--- src/gpb_pkg.sv ---
package gpb_pkg;

   // Register indices; the byte address is four times the index.
   localparam logic [7:0] IDX_P0_DATA  = 8'h80;
   localparam logic [7:0] IDX_P1_DATA  = 8'h90;
   localparam logic [7:0] IDX_P1_DIR   = 8'h91;
   localparam logic [7:0] IDX_P1_PULL  = 8'h92;
   localparam logic [7:0] IDX_DRIVE    = 8'h97;
   localparam logic [7:0] IDX_P0_DIR   = 8'h9A;
   localparam logic [7:0] IDX_P0_PULL  = 8'h9B;
   localparam logic [7:0] IDX_P2_DATA  = 8'hA0;
   localparam logic [7:0] IDX_P2_DIR   = 8'hA1;
   localparam logic [7:0] IDX_P2_PULL  = 8'hA2;
   localparam logic [7:0] IDX_P5_DATA  = 8'hD8;
   localparam logic [7:0] IDX_P5_DIR   = 8'hD9;
   localparam logic [7:0] IDX_P5_PULL  = 8'hDA;

   // Drive field positions (low bit of each 2-bit field).
   localparam int DRV_P2_UPPER_LSB = 6;
   localparam int DRV_P2_LOWER_LSB = 4;
   localparam int DRV_P0_UPPER_LSB = 2;
   localparam int DRV_P0_LOWER_LSB = 0;

   // Reset values and implemented-bit mask of port 5.
   localparam logic [7:0] RST_BYTE     = 8'h00;
   localparam logic [7:0] P5_MASK      = 8'h03;

   // AXI responses.
   localparam logic [1:0] RESP_OKAY    = 2'h0;
   localparam logic [1:0] RESP_SLVERR  = 2'h2;

   typedef enum logic [3:0] {
      SEL_P0_DATA = 4'h0,
      SEL_P0_DIR  = 4'h1,
      SEL_P0_PULL = 4'h2,
      SEL_P1_DATA = 4'h3,
      SEL_P1_DIR  = 4'h4,
      SEL_P1_PULL = 4'h5,
      SEL_P2_DATA = 4'h6,
      SEL_P2_DIR  = 4'h7,
      SEL_P2_PULL = 4'h8,
      SEL_P5_DATA = 4'h9,
      SEL_P5_DIR  = 4'hA,
      SEL_P5_PULL = 4'hB,
      SEL_DRIVE   = 4'hC,
      SEL_NONE    = 4'hF
   } gpb_sel_e;

endpackage

--- src/gpb_regfile.sv ---
`timescale 1ns/1ns
// Thirteen byte-wide control registers; read data leave through a flop.
module gpb_regfile
(
   // Clock and reset
   input  wire logic        sys_clk_i,
   input  wire logic        rst_i,
   // Write port
   input  wire logic        wr_en_i,
   input  wire logic [3:0]  wr_sel_i,
   input  wire logic [7:0]  wr_data_i,
   // Read port
   input  wire logic [3:0]  rd_sel_i,
   input  wire logic [25:0] pin_level_i,
   output logic      [7:0]  rd_data_o,
   // Stored contents, flat: index times eight
   output logic      [103:0] regs_o
);

   logic [7:0] mem_r   [0:12];
   logic [7:0] mem_nxt [0:12];
   logic [7:0] rd_r;
   logic [7:0] rd_nxt;

   always_comb
   begin
      for (int i = 0; i < 13; i++)
      begin
         mem_nxt[i] = mem_r[i];
      end
      if (wr_en_i && wr_sel_i < 4'hD)
      begin
         mem_nxt[wr_sel_i] = wr_data_i;
      end
      // Port 5 keeps only its two implemented bits.
      mem_nxt[gpb_pkg::SEL_P5_DATA] = mem_nxt[gpb_pkg::SEL_P5_DATA]
                                      & gpb_pkg::P5_MASK;
      mem_nxt[gpb_pkg::SEL_P5_DIR]  = mem_nxt[gpb_pkg::SEL_P5_DIR]
                                      & gpb_pkg::P5_MASK;
      mem_nxt[gpb_pkg::SEL_P5_PULL] = mem_nxt[gpb_pkg::SEL_P5_PULL]
                                      & gpb_pkg::P5_MASK;
      unique case (rd_sel_i)
         gpb_pkg::SEL_P0_DATA: rd_nxt = pin_level_i[7:0];
         gpb_pkg::SEL_P1_DATA: rd_nxt = pin_level_i[15:8];
         gpb_pkg::SEL_P2_DATA: rd_nxt = pin_level_i[23:16];
         gpb_pkg::SEL_P5_DATA: rd_nxt = {6'h00, pin_level_i[25:24]};
         default:
         begin
            rd_nxt = (rd_sel_i < 4'hD) ? mem_r[rd_sel_i] : 8'h00;
         end
      endcase
   end

   always_ff @(posedge sys_clk_i)
   begin
      if (rst_i)
      begin
         for (int i = 0; i < 13; i++)
         begin
            mem_r[i] <= gpb_pkg::RST_BYTE;
         end
         rd_r <= gpb_pkg::RST_BYTE;
      end
      else
      begin
         for (int i = 0; i < 13; i++)
         begin
            mem_r[i] <= mem_nxt[i];
         end
         rd_r <= rd_nxt;
      end
   end

   assign rd_data_o = rd_r;

   always_comb
   begin
      for (int i = 0; i < 13; i++)
      begin
         regs_o[i*8 +: 8] = mem_r[i];
      end
   end

endmodule

--- src/gpb_top.sv ---
`timescale 1ns/1ns
// Operation
// - Up to 26 two-way pins, direction set per pin by software.
// - Direction 1 drives the pin push-pull; 0 makes it an input.
// - All direction bits clear at reset, so every pin is input.
// - Pull-up bit acts only while the pin is an input.
// - Input pull-up off when bit is 0, on when 1; reset 0.
// - Data register reads give the real pin level in either mode.
// - Drive register bits 7:6 and 5:4 set port 2 nibbles.
// - Drive register bits 3:2 and 1:0 set port 0 nibbles.
// - Drive field 00 strongest, 11 weakest; reset 00.
// - Port 5 implements only bits 1 and 0.
module gpb_top
(
   // Clock and reset
   input  wire logic        sys_clk_i,
   input  wire logic        rst_i,
   // AXI4-Lite write address
   input  wire logic [31:0] s_axi_awaddr,
   input  wire logic        s_axi_awvalid,
   output logic             s_axi_awready,
   // AXI4-Lite write data
   input  wire logic [31:0] s_axi_wdata,
   input  wire logic [3:0]  s_axi_wstrb,
   input  wire logic        s_axi_wvalid,
   output logic             s_axi_wready,
   // AXI4-Lite write response
   output logic [1:0]       s_axi_bresp,
   output logic             s_axi_bvalid,
   input  wire logic        s_axi_bready,
   // AXI4-Lite read address
   input  wire logic [31:0] s_axi_araddr,
   input  wire logic        s_axi_arvalid,
   output logic             s_axi_arready,
   // AXI4-Lite read data
   output logic [31:0]      s_axi_rdata,
   output logic [1:0]       s_axi_rresp,
   output logic             s_axi_rvalid,
   input  wire logic        s_axi_rready,
   // Pins: 0-7 port 0, 8-15 port 1, 16-23 port 2, 24-25 port 5
   input  wire logic [25:0] pin_i,
   output logic      [25:0] pin_o,
   output logic      [25:0] pin_oe_o,
   output logic      [25:0] pin_pullup_o,
   // High-side drive level per nibble
   output logic      [1:0]  port_zero_lower_drive_o,
   output logic      [1:0]  port_zero_upper_drive_o,
   output logic      [1:0]  port_two_lower_drive_o,
   output logic      [1:0]  port_two_upper_drive_o
);

   function automatic gpb_pkg::gpb_sel_e decode(input logic [31:0] a);
      logic [7:0] idx;
      gpb_pkg::gpb_sel_e s;
      idx = a[9:2];
      s = gpb_pkg::SEL_NONE;
      if (a[31:10] == 22'h000000 && a[1:0] == 2'h0)
      begin
         unique case (idx)
            gpb_pkg::IDX_P0_DATA: s = gpb_pkg::SEL_P0_DATA;
            gpb_pkg::IDX_P0_DIR:  s = gpb_pkg::SEL_P0_DIR;
            gpb_pkg::IDX_P0_PULL: s = gpb_pkg::SEL_P0_PULL;
            gpb_pkg::IDX_P1_DATA: s = gpb_pkg::SEL_P1_DATA;
            gpb_pkg::IDX_P1_DIR:  s = gpb_pkg::SEL_P1_DIR;
            gpb_pkg::IDX_P1_PULL: s = gpb_pkg::SEL_P1_PULL;
            gpb_pkg::IDX_P2_DATA: s = gpb_pkg::SEL_P2_DATA;
            gpb_pkg::IDX_P2_DIR:  s = gpb_pkg::SEL_P2_DIR;
            gpb_pkg::IDX_P2_PULL: s = gpb_pkg::SEL_P2_PULL;
            gpb_pkg::IDX_P5_DATA: s = gpb_pkg::SEL_P5_DATA;
            gpb_pkg::IDX_P5_DIR:  s = gpb_pkg::SEL_P5_DIR;
            gpb_pkg::IDX_P5_PULL: s = gpb_pkg::SEL_P5_PULL;
            gpb_pkg::IDX_DRIVE:   s = gpb_pkg::SEL_DRIVE;
            default:              s = gpb_pkg::SEL_NONE;
         endcase
      end
      return s;
   endfunction

   // Write channel state.
   logic        aw_held_r, aw_held_nxt;
   logic        w_held_r, w_held_nxt;
   logic [31:0] aw_addr_r, aw_addr_nxt;
   logic [7:0]  w_byte_r, w_byte_nxt;
   logic        w_lane_r, w_lane_nxt;
   logic        bvalid_r, bvalid_nxt;
   logic [1:0]  bresp_r, bresp_nxt;
   logic        awrdy_r, wrdy_r, ardy_r;
   // Read channel state.
   logic        rpend_r, rpend_nxt;
   logic        rvalid_r, rvalid_nxt;
   logic [1:0]  rresp_r, rresp_nxt;
   logic [3:0]  rsel_r, rsel_nxt;
   // Pin state.
   logic [25:0] pin_out_r, pin_out_nxt;
   logic [25:0] pin_oe_r, pin_oe_nxt;
   logic [25:0] pull_r, pull_nxt;
   logic [7:0]  drive_r, drive_nxt;

   logic             wr_en;
   gpb_pkg::gpb_sel_e wr_sel;
   logic [7:0]       rd_byte;
   logic [103:0]     regs;

   gpb_regfile u_regs
   (
      .sys_clk_i   (sys_clk_i),
      .rst_i       (rst_i),
      .wr_en_i     (wr_en),
      .wr_sel_i    (wr_sel),
      .wr_data_i   (w_byte_r),
      .rd_sel_i    (rsel_r),
      .pin_level_i (pin_i),
      .rd_data_o   (rd_byte),
      .regs_o      (regs)
   );

   // Write path: address and data may arrive in either order.
   always_comb
   begin
      aw_held_nxt = aw_held_r;
      w_held_nxt  = w_held_r;
      aw_addr_nxt = aw_addr_r;
      w_byte_nxt  = w_byte_r;
      w_lane_nxt  = w_lane_r;
      bvalid_nxt  = bvalid_r;
      bresp_nxt   = bresp_r;
      wr_sel      = decode(aw_addr_r);
      wr_en       = 1'b0;
      // Take a request only at its handshake edge, or it is taken twice.
      if (s_axi_awvalid && awrdy_r && !aw_held_r && !bvalid_r)
      begin
         aw_held_nxt = 1'b1;
         aw_addr_nxt = s_axi_awaddr;
      end
      if (s_axi_wvalid && wrdy_r && !w_held_r && !bvalid_r)
      begin
         w_held_nxt = 1'b1;
         w_byte_nxt = s_axi_wdata[7:0];
         w_lane_nxt = s_axi_wstrb[0];
      end
      if (aw_held_r && w_held_r)
      begin
         // A cleared lane-0 strobe leaves the register untouched.
         wr_en       = w_lane_r && wr_sel != gpb_pkg::SEL_NONE;
         aw_held_nxt = 1'b0;
         w_held_nxt  = 1'b0;
         bvalid_nxt  = 1'b1;
         bresp_nxt   = (wr_sel == gpb_pkg::SEL_NONE) ?
                       gpb_pkg::RESP_SLVERR : gpb_pkg::RESP_OKAY;
      end
      if (bvalid_r && s_axi_bready)
      begin
         bvalid_nxt = 1'b0;
      end
   end

   // Read path: one cycle to register the byte, then the answer.
   always_comb
   begin
      rpend_nxt  = 1'b0;
      rvalid_nxt = rvalid_r;
      rresp_nxt  = rresp_r;
      rsel_nxt   = rsel_r;
      if (s_axi_arvalid && ardy_r && !rpend_r && !rvalid_r)
      begin
         rsel_nxt  = decode(s_axi_araddr);
         rpend_nxt = 1'b1;
      end
      if (rpend_r)
      begin
         rvalid_nxt = 1'b1;
         rresp_nxt  = (rsel_r == gpb_pkg::SEL_NONE) ?
                      gpb_pkg::RESP_SLVERR : gpb_pkg::RESP_OKAY;
      end
      if (rvalid_r && s_axi_rready)
      begin
         rvalid_nxt = 1'b0;
      end
   end

   // Pin drive, taken from the register contents.
   always_comb
   begin
      logic [7:0] dir5;
      logic [7:0] dat5;
      logic [7:0] pul5;
      dir5 = regs[gpb_pkg::SEL_P5_DIR*8 +: 8];
      dat5 = regs[gpb_pkg::SEL_P5_DATA*8 +: 8];
      pul5 = regs[gpb_pkg::SEL_P5_PULL*8 +: 8];
      pin_oe_nxt = {dir5[1:0],
                    regs[gpb_pkg::SEL_P2_DIR*8 +: 8],
                    regs[gpb_pkg::SEL_P1_DIR*8 +: 8],
                    regs[gpb_pkg::SEL_P0_DIR*8 +: 8]};
      pin_out_nxt = {dat5[1:0],
                     regs[gpb_pkg::SEL_P2_DATA*8 +: 8],
                     regs[gpb_pkg::SEL_P1_DATA*8 +: 8],
                     regs[gpb_pkg::SEL_P0_DATA*8 +: 8]};
      pull_nxt = {pul5[1:0],
                  regs[gpb_pkg::SEL_P2_PULL*8 +: 8],
                  regs[gpb_pkg::SEL_P1_PULL*8 +: 8],
                  regs[gpb_pkg::SEL_P0_PULL*8 +: 8]} & ~pin_oe_nxt;
      drive_nxt = regs[gpb_pkg::SEL_DRIVE*8 +: 8];
   end

   always_ff @(posedge sys_clk_i)
   begin
      if (rst_i)
      begin
         aw_held_r <= 1'b0;
         w_held_r  <= 1'b0;
         aw_addr_r <= 32'h00000000;
         w_byte_r  <= gpb_pkg::RST_BYTE;
         w_lane_r  <= 1'b0;
         bvalid_r  <= 1'b0;
         bresp_r   <= gpb_pkg::RESP_OKAY;
         rpend_r   <= 1'b0;
         rvalid_r  <= 1'b0;
         rresp_r   <= gpb_pkg::RESP_OKAY;
         rsel_r    <= gpb_pkg::SEL_NONE;
         pin_out_r <= 26'h0000000;
         pin_oe_r  <= 26'h0000000;
         pull_r    <= 26'h0000000;
         drive_r   <= gpb_pkg::RST_BYTE;
      end
      else
      begin
         aw_held_r <= aw_held_nxt;
         w_held_r  <= w_held_nxt;
         aw_addr_r <= aw_addr_nxt;
         w_byte_r  <= w_byte_nxt;
         w_lane_r  <= w_lane_nxt;
         bvalid_r  <= bvalid_nxt;
         bresp_r   <= bresp_nxt;
         rpend_r   <= rpend_nxt;
         rvalid_r  <= rvalid_nxt;
         rresp_r   <= rresp_nxt;
         rsel_r    <= rsel_nxt;
         pin_out_r <= pin_out_nxt;
         pin_oe_r  <= pin_oe_nxt;
         pull_r    <= pull_nxt;
         drive_r   <= drive_nxt;
      end
   end

   // Ready flags are registered so the outputs come from flops.

   always_ff @(posedge sys_clk_i)
   begin
      if (rst_i)
      begin
         awrdy_r <= 1'b0;
         wrdy_r  <= 1'b0;
         ardy_r  <= 1'b0;
      end
      else
      begin
         awrdy_r <= !aw_held_nxt && !bvalid_nxt && !awrdy_r;
         wrdy_r  <= !w_held_nxt && !bvalid_nxt && !wrdy_r;
         ardy_r  <= !rpend_nxt && !rvalid_nxt && !ardy_r;
      end
   end

   assign s_axi_awready = awrdy_r;
   assign s_axi_wready  = wrdy_r;
   assign s_axi_arready = ardy_r;
   assign s_axi_bvalid  = bvalid_r;
   assign s_axi_bresp   = bresp_r;
   assign s_axi_rvalid  = rvalid_r;
   assign s_axi_rresp   = rresp_r;
   assign s_axi_rdata   = {24'h000000, rd_byte};
   assign pin_o         = pin_out_r;
   assign pin_oe_o      = pin_oe_r;
   assign pin_pullup_o  = pull_r;
   assign port_two_upper_drive_o  =
      drive_r[gpb_pkg::DRV_P2_UPPER_LSB +: 2];
   assign port_two_lower_drive_o  =
      drive_r[gpb_pkg::DRV_P2_LOWER_LSB +: 2];
   assign port_zero_upper_drive_o =
      drive_r[gpb_pkg::DRV_P0_UPPER_LSB +: 2];
   assign port_zero_lower_drive_o =
      drive_r[gpb_pkg::DRV_P0_LOWER_LSB +: 2];

endmodule

--- config.mk ---
export PLATFORM = sky130hd
export DESIGN_NAME = gpb_top
export DESIGN_NICKNAME = d
export VERILOG_FILES = /design/src/gpb_pkg.sv /design/src/gpb_regfile.sv /design/src/gpb_top.sv
export SDC_FILE = /design/constraint.sdc
export NUM_CORES = 1
export LEC_CHECK = 0
export BUFFER_PORTS_ARGS = -buffer_cell sky130_fd_sc_hd__buf_2
export CAP_MARGIN = 5
export CORE_MARGIN = 2
export CORE_UTILIZATION = 56
export DETAILED_ROUTE_END_ITERATION = 12
export GPL_TIMING_DRIVEN = 0
export PLACE_DENSITY = 0.92
export SYNTH_ARGS = -nofsm -noshare
export SYNTH_HDL_FRONTEND = slang
export SYNTH_SLANG_ARGS = --single-unit
--- constraint.sdc ---
create_clock -name sys_clk_i -period 5.52 [get_ports sys_clk_i]
set_input_delay 1.656 -clock sys_clk_i [delete_from_list [all_inputs] [get_ports sys_clk_i]]
set_output_delay 1.656 -clock sys_clk_i [all_outputs]
set_load 0.01 [all_outputs]
## Word-level counts from Yosys, hierarchy flattened

Memories as Yosys holds them, arrays and structs flattened. A register that Yosys moved wholly into a read port is not among the register bits.
Cells that the tools add are included.

| storage, ports and cells | value |
|---|---|
| register bits | 151 |
| bits in writable memories | 104 |
| output and inout bits | 127 |
| logic and storage cells | 153 |
| memories | 1 |

Memory list:

| memory | depth | width | read ports | clocked after memory_dff | write ports | line | source |
|---|---|---|---|---|---|---|---|
| u_regs.mem_r | 13 | 8 | 14 | 1 | 13 | gpb_regfile.sv:20 | `logic [7:0] mem_r [0:12];` |

| cells by class | value |
|---|---|
| magnitude comparators | 4 |
| eq/ne operators | 32 |
| muxes and demuxes | 40 |
| bitwise operators | 16 |
| reduce and logical (&&, ||, !) cells | 41 |

Operator list:

| kind | count |
|---|---|
| == test 8 bit (second input constant) | 26 |
| two-way mux 8 bit | 15 |
| bitwise mux 104 bit | 1 |
| two-way mux 104 bit | 1 |
| case mux 4 bit (13 select lines) | 2 |
| logical NOT 22 bit | 2 |
| demux 8 bit (select 4 bit) | 1 |
| case mux 8 bit (4 select lines) | 1 |
| AND 26 bit | 1 |
| NOT 26 bit | 1 |
| logical AND 1 bit | 23 |
| two-way mux 4 bit | 4 |
| logical NOT 1 bit | 13 |
| two-way mux 1 bit | 13 |
| bitwise OR 1 bit | 13 |
| == test 4 bit (second input constant) | 3 |
| less-than comparator 4 bit (second input constant) | 2 |
| >= comparator 5 bit (second input constant) | 1 |
| less-than comparator 5 x 1 -> 1 bit (second input constant) | 1 |
| NOT 4 -> 5 bit | 1 |
| == test 4 x 2 -> 1 bit (second input constant) | 1 |
| == test 4 x 3 -> 1 bit (second input constant) | 1 |
| logical NOT 2 bit | 2 |
| logical NOT 4 bit | 1 |
| 2 further kinds | 3 |

## Logic depth before layout (Yosys ltp)

Gate-level depths: netlist (run 1).

| depth | value |
|---|---|
| depth in word-level cells | 11 |
| mapped depth | 9 |

## Cells and area by module

A second synthesis (run 1) with hierarchy kept.

| second synthesis, totals | value |
|---|---|
| cell total of the unflattened synthesis | 997 |
| area total of the unflattened synthesis | 9676.8 sq um |

By module, submodules not included:

| module | times used | cells an instance | area each (sq um) |
|---|---|---|---|
| gpb_top | 1 | 548 | 5166.2 |
| gpb_regfile | 1 | 449 | 4510.6 |

## Least setup slack after synthesis (run 1)

No wires, ideal clock.

| path | value |
|---|---|
| path type | input port to flip-flop |
| start point | input port s_axi_araddr[4] |
| end point | register (tool-made name) |
| setup time | 0.126 ns |
| arrival time | 3.163 ns |
| setup slack | 2.231 ns |
| stages on the path | 7 |
| buffers on the path | 1 |
| path through | clkbuf_1 -> nor3b_1 -> nand3_1 -> a211o_1 -> a211oi_1 -> a21oi_1 -> or2_2 |

RTL lines:

| item | line | source |
|---|---|---|
| start: declaration | gpb_top.sv:32 | `input wire logic [31:0] s_axi_araddr,` |

## Final worst setup path (run 1)

| path | value |
|---|---|
| start point | input port s_axi_araddr[4] |
| end point | register rsel_r[2] |

| on the way | value |
|---|---|
| cells in the longest elaborated chain, start to end | 3 |
| elaborated cells between the ends (all ways) | 15 |
| classes of those cells | eq/ne (13); mux (2) |

RTL lines:

| item | line | source |
|---|---|---|
| == test 8 bit | gpb_top.sv:59 | `unique case (idx)` |
| case mux 4 bit (13 select lines) * | gpb_top.sv:59 |  |
| two-way mux 4 bit * | gpb_top.sv:57 | `if (a[31:10] == 22'h000000 && a[1:0] == 2'h0)` |
| end signal: assignment | gpb_top.sv:219 | `rsel_r <= gpb_pkg::SEL_NONE;` |
| end signal: assignment | gpb_top.sv:237 | `rsel_r <= rsel_nxt;` |
| end: declaration | gpb_top.sv:92 | `logic [3:0] rsel_r, rsel_nxt;` |

Every way passes the cells marked *; elsewhere a longest branch is shown, timed or not.
A chain may end at the register's enable or synchronous reset.

==> results.txt, run 1 <==
The run finished with clean final reports. Walking the worst path, the cells encountered are clkbuf_1 > nor3b_1 > nand3_1 > a211o_1 > a211oi_1 > a21oi_1 > or2_2. Per report_power, the clock group accounts for 45.4% of the total. STA puts the critical path data arrival time at 3.55 ns. Clock tree synthesis inserted a total of 24 buffers. Across all hold checks on the routed design, the worst slack comes to 0.452 ns.

In this run the worst hold path is classified as reg -> reg. Maximum number of pins on one net before global-route repair: 15. The worst-case register-to-register setup slack came out at 2.58 ns. The startpoint of the worst hold path was u_regs.mem_r[1][3]. The detailed router placed 8223 vias in this run. STA puts the critical path data required time at 5.90 ns. In the layout the commonest cells are dfxtp_1, buf_2, nand2_1.

The minimum clock period works out to 3.16 ns. The cell-internal power was 2.79 mW. The tools report the total negative slack for setup checks as 0 ns.

Gates resized during post-CTS repair numbered 0. The max-slew violation total from the final report was 0; the clock-pin slew on the worst setup and hold paths was 0.06 ns. The post-synthesis xor/xnor area fraction is 0.370%. The HPWL after detailed placement is 18300 um. Leaving out fill and tap cells, the most frequent cell in the layout is dfxtp_1. The startpoint identified for the worst register-to-register timing path is aw_addr_r[12]. The number of global-route vias before repair was 7856; the clock latency at the later pin of the worst-skew pair was 0.52 ns. The run gives 47 as the number of placement rows. Of the total power, registers draw 49.2%. The worst clock skew was 0.0213 ns. The root cell of the clock tree is clkbuf_16. In the final routed layout, each cell accounts on average for 18.1 um. The run gives 0 as the number of maximum-capacitance violations. The run gives 28.4% as the total global-route track usage. The tools report the type of element capturing the critical path as a flip-flop. The count of mapped cells out of synthesis came out at 975.

The number of antenna violations at the first check in global routing was 0. The filler-free cell count of the finished design is 1464, and the share of post-route cells with drive strength above 1 is 25.6%. Setup repair after global routing left no endpoint under its margin. STA classifies the critical path startpoint as an input port. Number of distinct standard cells referenced by the synthesized netlist: 55. Counting flops with a built-in enable in the synthesized netlist gives 0. The run gives 3 as the maximum buffer depth of the clock tree. Along the worst path, the maximum fanout reaches 7. The adder-cell share of the synthesized area was 0%; the final clock period utilization by the worst path was 57.3%.

The kind of critical path was in -> reg. The final-report setup violation count is 0, and the share of synthesized cell area in and, or, nand and nor gates is 21.0%. The mux cell area share after synthesis is 11.2%, and the number of H-tree branching levels is 1. The final net count was 1361; the worst-margin pin slew was 1.06 ns. The worst supply voltage drop on vdd is 0.000233 V. For this design the total switching power over the nets is 792 uW.

For this design, the sink count on the clock tree is 239. The category of cells accounting for the largest share of critical-path delay was compound AO/OA/AOI/OAI gates. Power density relative to cell area: 308 nW/um^2. TritonCTS built the clock tree.

Hold-critical path endpoint: pin_pullup_o[3]. The endpoint identified for the worst register-to-register timing path is u_regs.mem_r[7][5]. After synthesis the cells add up to 9460 sq um.

The instance count along the most critical hold path was 1. The die covers 17900 sq um. The first-pass GRT wire length is 40500 um, and the complex-gate fraction of the synthesized area is 10.3%. The effective utilization at floorplan is 57.2%, and the average instance area after synthesis is 9.70 sq um. For the worst flop-to-flop path, the logic depth is 7. Headroom to the max-slew limit came out at 28.4%. The final number of hold-violating endpoints was 0. The logs give 16500 sq um for the area of the placeable core and 0 for the total DRC errors in the routed layout. During synthesis, Yosys emitted a total of 0 warnings. For this design, the CTS-stage hold fixing added 0 buffers. The tools report the final standard cell area without fillers as 11600 sq um. After synthesis, the largest family of logic cells by area is simple AND/OR/NAND/NOR gates.

Dividing the detail-routed via count by the number of cells gives 5.62. Once detail routing completed, the nets flagged for antenna violations numbered 0. Summing the sequential cell areas from Yosys gives 50.6% of the chip area.

The iteration-0 DRC count of the detailed router is 900, and the global route total overflow is 0. The fmax came out at 316 MHz. Net switching is 22.1% of the power.

In this run the count of I/O pins placed on the die edge is 260. The number of fill cells in the layout was 1128; the die extent in x was 134 um. 0 antenna diodes ended up in the layout. After synthesis, the share of flip-flops with an asynchronous set or reset is 0%. Buffers placed on the I/O ports in this run total 202. On the worst path, the slowest cell contributes a delay of 0.50 ns. The run gives 5.4% as the portion of total power attributed to combinational logic. Master of the slowest instance on the critical path: a211oi_1. From synthesis to final layout, the design area changed by 23.0%. The commonest register cell after synthesis is dfxtp_1. The number of placed instances, taps included, is 1422. Summed over all cells, the static leakage comes to 5.35 nW. The tools report the final estimated routing congestion in global placement as 0.912. Summed over all layers, the routed wires come to 26600 um. The first TritonRoute pass finished after 5 iterations.

The count of buffering cells on the critical path with inverters included works out to 1. Synthesis inferred 239 register bits. The number of buffers added for setup after CTS came out at 0.

The standard cell area after detailed placement came out at 10800 sq um. From bottom edge to top edge, the die measures 134 um.
==> state kept, by name, indices dropped and copies added (netlist names), 4 cells and up, named ones only <==
name / cells
aw_addr_r: 32
pin_oe_o: 26
drive_r: 8
pin_pullup_o: 26
pin_o: 26
u_regs.mem_r: 86
w_byte_r: 8
rsel_r: 4
u_regs.rd_data_o: 8
==> per-layer routing <==
layer	vias to the layer above	share of wire [%]	GRT usage, %
li1	3793	-	-
met1	3814	38	35.3
met2	530	48	49.1
met3	86	11	5.71
met4	0	3.2	10.4
met5	-	0	0
==> kinds of logic after synthesis <==
kind of cell           count (synthesis)
AO/OA/AOI/OAI                        156
buffers and inverters                126
AND/OR/NAND/NOR                      366
other                                  1
flip-flops                           239
multiplexers                          83
XOR/XNOR                               4
==> power by group through the flow <==
stage	combinational (mW)	sequential (mW)	clock, mW
2_1_floorplan	0.116	1.80	0
3_3_place_gp	0.184	1.80	0
3_5_place_dp	0.188	1.80	0
4_1_cts	0.190	1.76	1.64
5_1_grt	0.211	1.76	1.70
6_report	0.194	1.76	1.62
==> final cells by class <==
type	instances	area, sq um	share of cell area [%]
flip-flops and latches	239	4780	41.1
multi-input cells	635	4150	35.7
repair buffers	202	1010	8.69
clock buffers	33	684	5.88
plain buffers	87	469	4.03
well taps	220	275	2.37
inverters	39	146	1.26
clock inverters	9	113	0.968
==> cell usage after synthesis (3+ instances only) <==
| library cell | number | share of area (%) |
|---|---|---|
| nor2_1 | 44 | 1.7 |
| dfxtp_1 | 239 | 51 |
| buf_1 | 3 | 0.12 |
| o21ai_0 | 26 | 1.4 |
| or2_2 | 5 | 0.33 |
| a22o_1 | 8 | 0.74 |
| a211oi_1 | 12 | 0.95 |
| or3_1 | 3 | 0.20 |
| and2_1 | 3 | 0.20 |
| nand4_1 | 4 | 0.26 |
| nor3b_1 | 29 | 2.3 |
| nand2b_1 | 60 | 4.0 |
| inv_1 | 39 | 1.5 |
| o21ai_2 | 8 | 0.74 |
| xnor2_1 | 3 | 0.28 |
| and3_1 | 3 | 0.20 |
| buf_6 | 4 | 0.48 |
| a21oi_1 | 70 | 3.7 |
| nor4_1 | 16 | 1.1 |
| a211o_1 | 10 | 0.93 |
| nor2b_1 | 47 | 3.1 |
| clkbuf_1 | 44 | 1.7 |
| mux4_2 | 18 | 4.3 |
| nand2_1 | 116 | 4.6 |
| a22oi_1 | 9 | 0.71 |
| buf_4 | 27 | 2.1 |
| or4_1 | 5 | 0.40 |
| buf_2 | 8 | 0.42 |
| nand3_1 | 5 | 0.26 |
| nor3_1 | 9 | 0.48 |
| nand4b_1 | 7 | 0.65 |
| mux2i_1 | 65 | 6.9 |
==> worst max-delay path by stage <==
stage | to | start | depth (start not counted) | slack [ns]
floorplan | flip-flop | s_axi_araddr[4] | 7 | 2.23
CTS | rsel_r[2] | s_axi_araddr[4] | 7 | 2.36
finish | rsel_r[2] | s_axi_araddr[4] | 7 | 2.36
global placement | flip-flop | s_axi_araddr[4] | 7 | 1.93
global route | rsel_r[2] | s_axi_araddr[4] | 7 | 2.26
detailed placement | rsel_r[1] | s_axi_araddr[4] | 7 | 1.88
==> per-stage QoR <==
step | total power [mW] | setup slack (ns) | util (%)
2_1_floorplan | 1.91 | 2.23 | -
3_3_place_gp | 1.98 | 1.93 | 65.6
5_1_grt | 3.68 | 2.26 | 70.4
6_report | 3.58 | 2.36 | 70.4
3_5_place_dp | 1.99 | 1.88 | 65.6
4_1_cts | 3.59 | 2.36 | 70.4
(Power assumes the default switching activity.)
==> run 2, diff against run 1 <==
ABC_AREA = 1   (was not set)
CORE_UTILIZATION = 48   (was 56)
PLACE_DENSITY = 0.83   (was 0.92)
clock period = 2.7 ns   (was 5.52 ns; I/O delays follow)
==> run 2 against run 1 <==
Sequential share of layout area shrank 3.6 points. Final area up 9.5%. Final cell count rose by 36%. Utilization decreased by 10 points. Via count up 25%. Clock power increased by 120%. Worst setup slack lost 2.3 ns. Sequential cell count stayed put. Wire length is 15% higher. Critical path type is now reg -> reg.
==> results.txt, run 2 <==
The tools report the total power consumption of the routed design as 8.03 mW (+120%). The most used flip-flop cell after synthesis is dfxtp_1. The most common cell in the synthesized netlist is dfxtp_1. The most critical setup path has its endpoint at u_regs.rd_data_o[0]. For the number of placement rows, the log shows 53 (+13%).

Static timing analysis puts the maximum clock frequency at 385 MHz. The minimum clock period is 2.60 ns. The final number of hold-violating endpoints was 0 (unchanged).

The share of post-route cells with drive strength above 1 is 18.9% (-6.7 points), and the maximum fanout count along the critical path is 10 (+3). The worst-margin pin slew was 1.05 ns (-0.0161 ns). STA classifies the critical path endpoint as a flip-flop. The effective utilization at floorplan is 49.2% (-8.0 points). The number of maximum-capacitance violations was 0 (unchanged). The first-pass GRT wire length came out at 45200 um (+12%). dfxtp_1 takes more of the synthesized area than any other cell. The clock-pin slew on the worst setup and hold paths was 0.07 ns (about the same). The final clock period utilization by the worst path was 96.2%; the number of flip-flops under the largest register name was 86 (unchanged).

The tools report the maximum number of pins on one net before global-route repair as 15 (unchanged). For the detailed-routing iteration count for the pre-antenna-repair pass, the log shows 5 (unchanged). The critical path in this run is classified as reg -> reg.

The number of antenna violations at the first check in global routing is 0 (unchanged). Area used by multi-input combinational logic: 4350 sq um (+4.7%). The post-synthesis sequential element count works out to 239 (unchanged).

The worst slew margin relative to its limit is 29.6% (+1.2 points). The total global-route track usage was 25.2% (-3.2 points); the number of fill cells in the layout was 1887 (+67%). The number of enable flip-flop cells after synthesis was 0 (unchanged). The run gives 41 (-25%) as the number of distinct standard cells referenced by the synthesized netlist.

The full die area was 22900 sq um (+28%); the worst hold margin was 0.404 ns (-0.0479 ns). Arrival time of the worst setup path: 3.03 ns (-0.52 ns). Compared with the post-synthesis result, the final layout area differs by 22.3%. The area share of the leading cell type in the synthesized netlist was 45.9% (-4.6 points); the max-slew violation total from the final report was 0 (unchanged). The iteration-0 DRC count of the detailed router came out at 865 (-3.9%).

In this run the critical register-to-register path is captured at u_regs.rd_data_o[0]. TritonCTS built the clock tree. By area the synthesized netlist is led by dfxtp_1, nor2_1, nand2_1. The tools report the count of mapped cells out of synthesis as 1447 (+48%). For the post-cts hold buffer count, the log shows 0 (unchanged). In the layout the commonest cells are dfxtp_1, nor2_1, nand2_1. The tools report the total DRC errors in the routed layout as 0 (unchanged). The number of global-route vias before repair was 8921 (+14%); the net switching power was 1.96 mW (+150%). Detailed-route vias per instance: 5.16 (-8.2%).

Relative contribution of the clock network to total power: 44.6% (-0.8 points). The run gives 0.10 ns (-2.48 ns) as the worst-case register-to-register setup slack. The quantity of gates resized following cts is 0 (unchanged), and the quantity of I/O buffers inserted on ports is 205 (+1.5%). The fraction of power spent switching nets was 24.4% (+2.3 points); the final estimated routing congestion in global placement was 0.956 (+4.8%). The placed wire-length estimate is 22800 um (+25%). Overall die height: 151 um (+13%).

The largest registers in the layout are u_regs.mem_r: 86 flops, aw_addr_r: 32 flops. The async set or reset register ratio after synthesis is 0% (unchanged), and the sequential share of the synthesized area is 45.9% (-4.6 points). The boundary pin count is 260 (unchanged), and the vias after detailed routing is 10300 (+25%). The power density relative to cell area was 630 nW/um^2 (+100%). The cell count of the worst reg-to-reg path was 8 (+1).

The maximum buffer depth of the clock tree is 3 (unchanged), and the total number of clock tree sinks is 239 (unchanged). Cell-internal power: 6.07 mW (+120%). The worst setup path is launched from a flip-flop.

The area of the mapped netlist is 10400 sq um (+10%). The run gives 0 (unchanged) as the yosys synthesis warning count. The die extent in x works out to 151 um (+13%). The logs give 0 (unchanged) for the number of antenna diodes and 45.6% (-3.6 points) for the sequential group share of total power.

The run gives 0 ns (unchanged) as the total negative slack for setup checks. The clock latency at the later pin of the worst-skew pair was 0.52 ns (about the same). For the worst clock skew, the log shows 0.0149 ns (-0.00639 ns).

The run finished with clean final reports. The register cell area after layout was 4780 sq um (unchanged); the final-report setup violation count was 0 (unchanged). Setup repair after global routing left no endpoint under its margin.

The detail-routed net length per standard cell was 15.3 um (-16%). More flip-flops sit in one register than any other, and that register is u_regs.mem_r. Leakage power: 5.97 nW (+12%). The number of buffers added for setup after CTS was 0 (unchanged); the core utilization of the finished layout was 60.2% (-10 points).

The portion of total power attributed to combinational logic came out at 9.9% (+4.5 points). The instance count along the most critical hold path works out to 1 (unchanged). The worst supply voltage drop on vdd is 0.000402 V (+73%).

Wire length after detailed routing: 30400 um (+15%). The run gives 24 (unchanged) as the total CTS buffers. Counting instances in the post-synthesis netlist gives the leading cell types as dfxtp_1, nor2_1, nand2_1.

CTS placed an instance of clkbuf_16 at the clock tree root. The required time at the worst-slack endpoint was 3.13 ns (-2.77 ns). The tools report the area of the placeable core as 21200 sq um (+28%).

Global route total overflow: 0 (unchanged). The tools report the final net count as 1836 (+35%). The worst min-delay path category was reg -> reg. The average instance area after synthesis is 7.20 sq um (-26%), and the remaining antenna violation count after routing is 0 (unchanged).

Number of H-tree branching levels: 1 (unchanged). The most common cell after layout, fill and taps aside is dfxtp_1.
## run 2: cell types whose count changed after synthesis, sizes merged, moves of 20 or more
cell    change
nand4      +85
nor3b      -29
a21oi      +20
mux2i      -65
nand2b     -60
nand3      +45
nor2      +204
nand2     +118
nor3       +30
inv       +182
nor2b      -47
o21ai      +63
## run 2: cell families (layout without fill, tap and decap cells)
logic type	Yosys count	after routing	share of synthesized area [%]
AO/OA/AOI/OAI	213	213	11.2
buffers and inverters	323	569	13.2
flip-flops	239	239	45.9
other	1	26	0.0360
AND/OR/NAND/NOR	671	671	29.6
## run 2: power by group through the flow
| stage | Sequential [mW] | Combinational, mW | Clock, mW |
|---|---|---|---|
| floorplan | 3.73 | 0.507 | 0 |
| detailed placement | 3.74 | 0.767 | 0 |
| finish | 3.66 | 0.792 | 3.58 |
| CTS | 3.66 | 0.772 | 3.61 |
| global route | 3.67 | 0.862 | 3.75 |
| global placement | 3.73 | 0.753 | 0 |
## run 2: final cells by class
class,instances,share of cell area (%)
well taps,275,2.70
plain buffers,94,4.05
repair buffers,205,8.05
inverters,229,6.75
multi-input cells,910,34.1
flip-flops and latches,239,37.6
clock inverters,10,1.28
clock buffers,31,5.48
## run 2: worst min-delay path by stage
| stage | startpoint | endpoint |
|---|---|---|
| floorplan | u_regs.mem_r[10][0] | pin_pullup_o[24] |
| global placement | u_regs.mem_r[4][6] | pin_pullup_o[14] |
| detailed placement | u_regs.mem_r[4][3] | pin_pullup_o[11] |
| CTS | u_regs.mem_r[10][0] | pin_pullup_o[24] |
| global route | u_regs.mem_r[4][5] | pin_pullup_o[13] |
| finish | u_regs.mem_r[10][0] | pin_pullup_o[24] |
## run 2: worst max-delay path: stages (launching register included)
cell and delay, ns:
dfxtp_1 0.30, clkbuf_1 0.49, inv_1 0.28, buf_1 0.33, a21oi_1 0.19, o21ai_0 0.15, a31oi_1 0.35, o21ai_0 0.20
a21oi_1 0.22
## run 2: stage by stage
step | std cells | worst slack [ns] | instance area, sq um
2_1_floorplan | 1472 | 0.754 | 10500
3_3_place_gp | 1952 | 0.0648 | 11900
3_5_place_dp | 1952 | 0.0710 | 11900
4_1_cts | 1993 | 0.206 | 12700
5_1_grt | 1993 | 0.0537 | 12700
6_report | 1993 | 0.102 | 12700
## run 2: metal layers
metal / wire [um] / track usage (%) / share of wire [%]
met1: 12400 / 34.0 / 41
met2: 13600 / 40.2 / 45
met3: 3150 / 4.94 / 10
met4: 1260 / 9.16 / 4.1
met5: 0 / 0 / 0
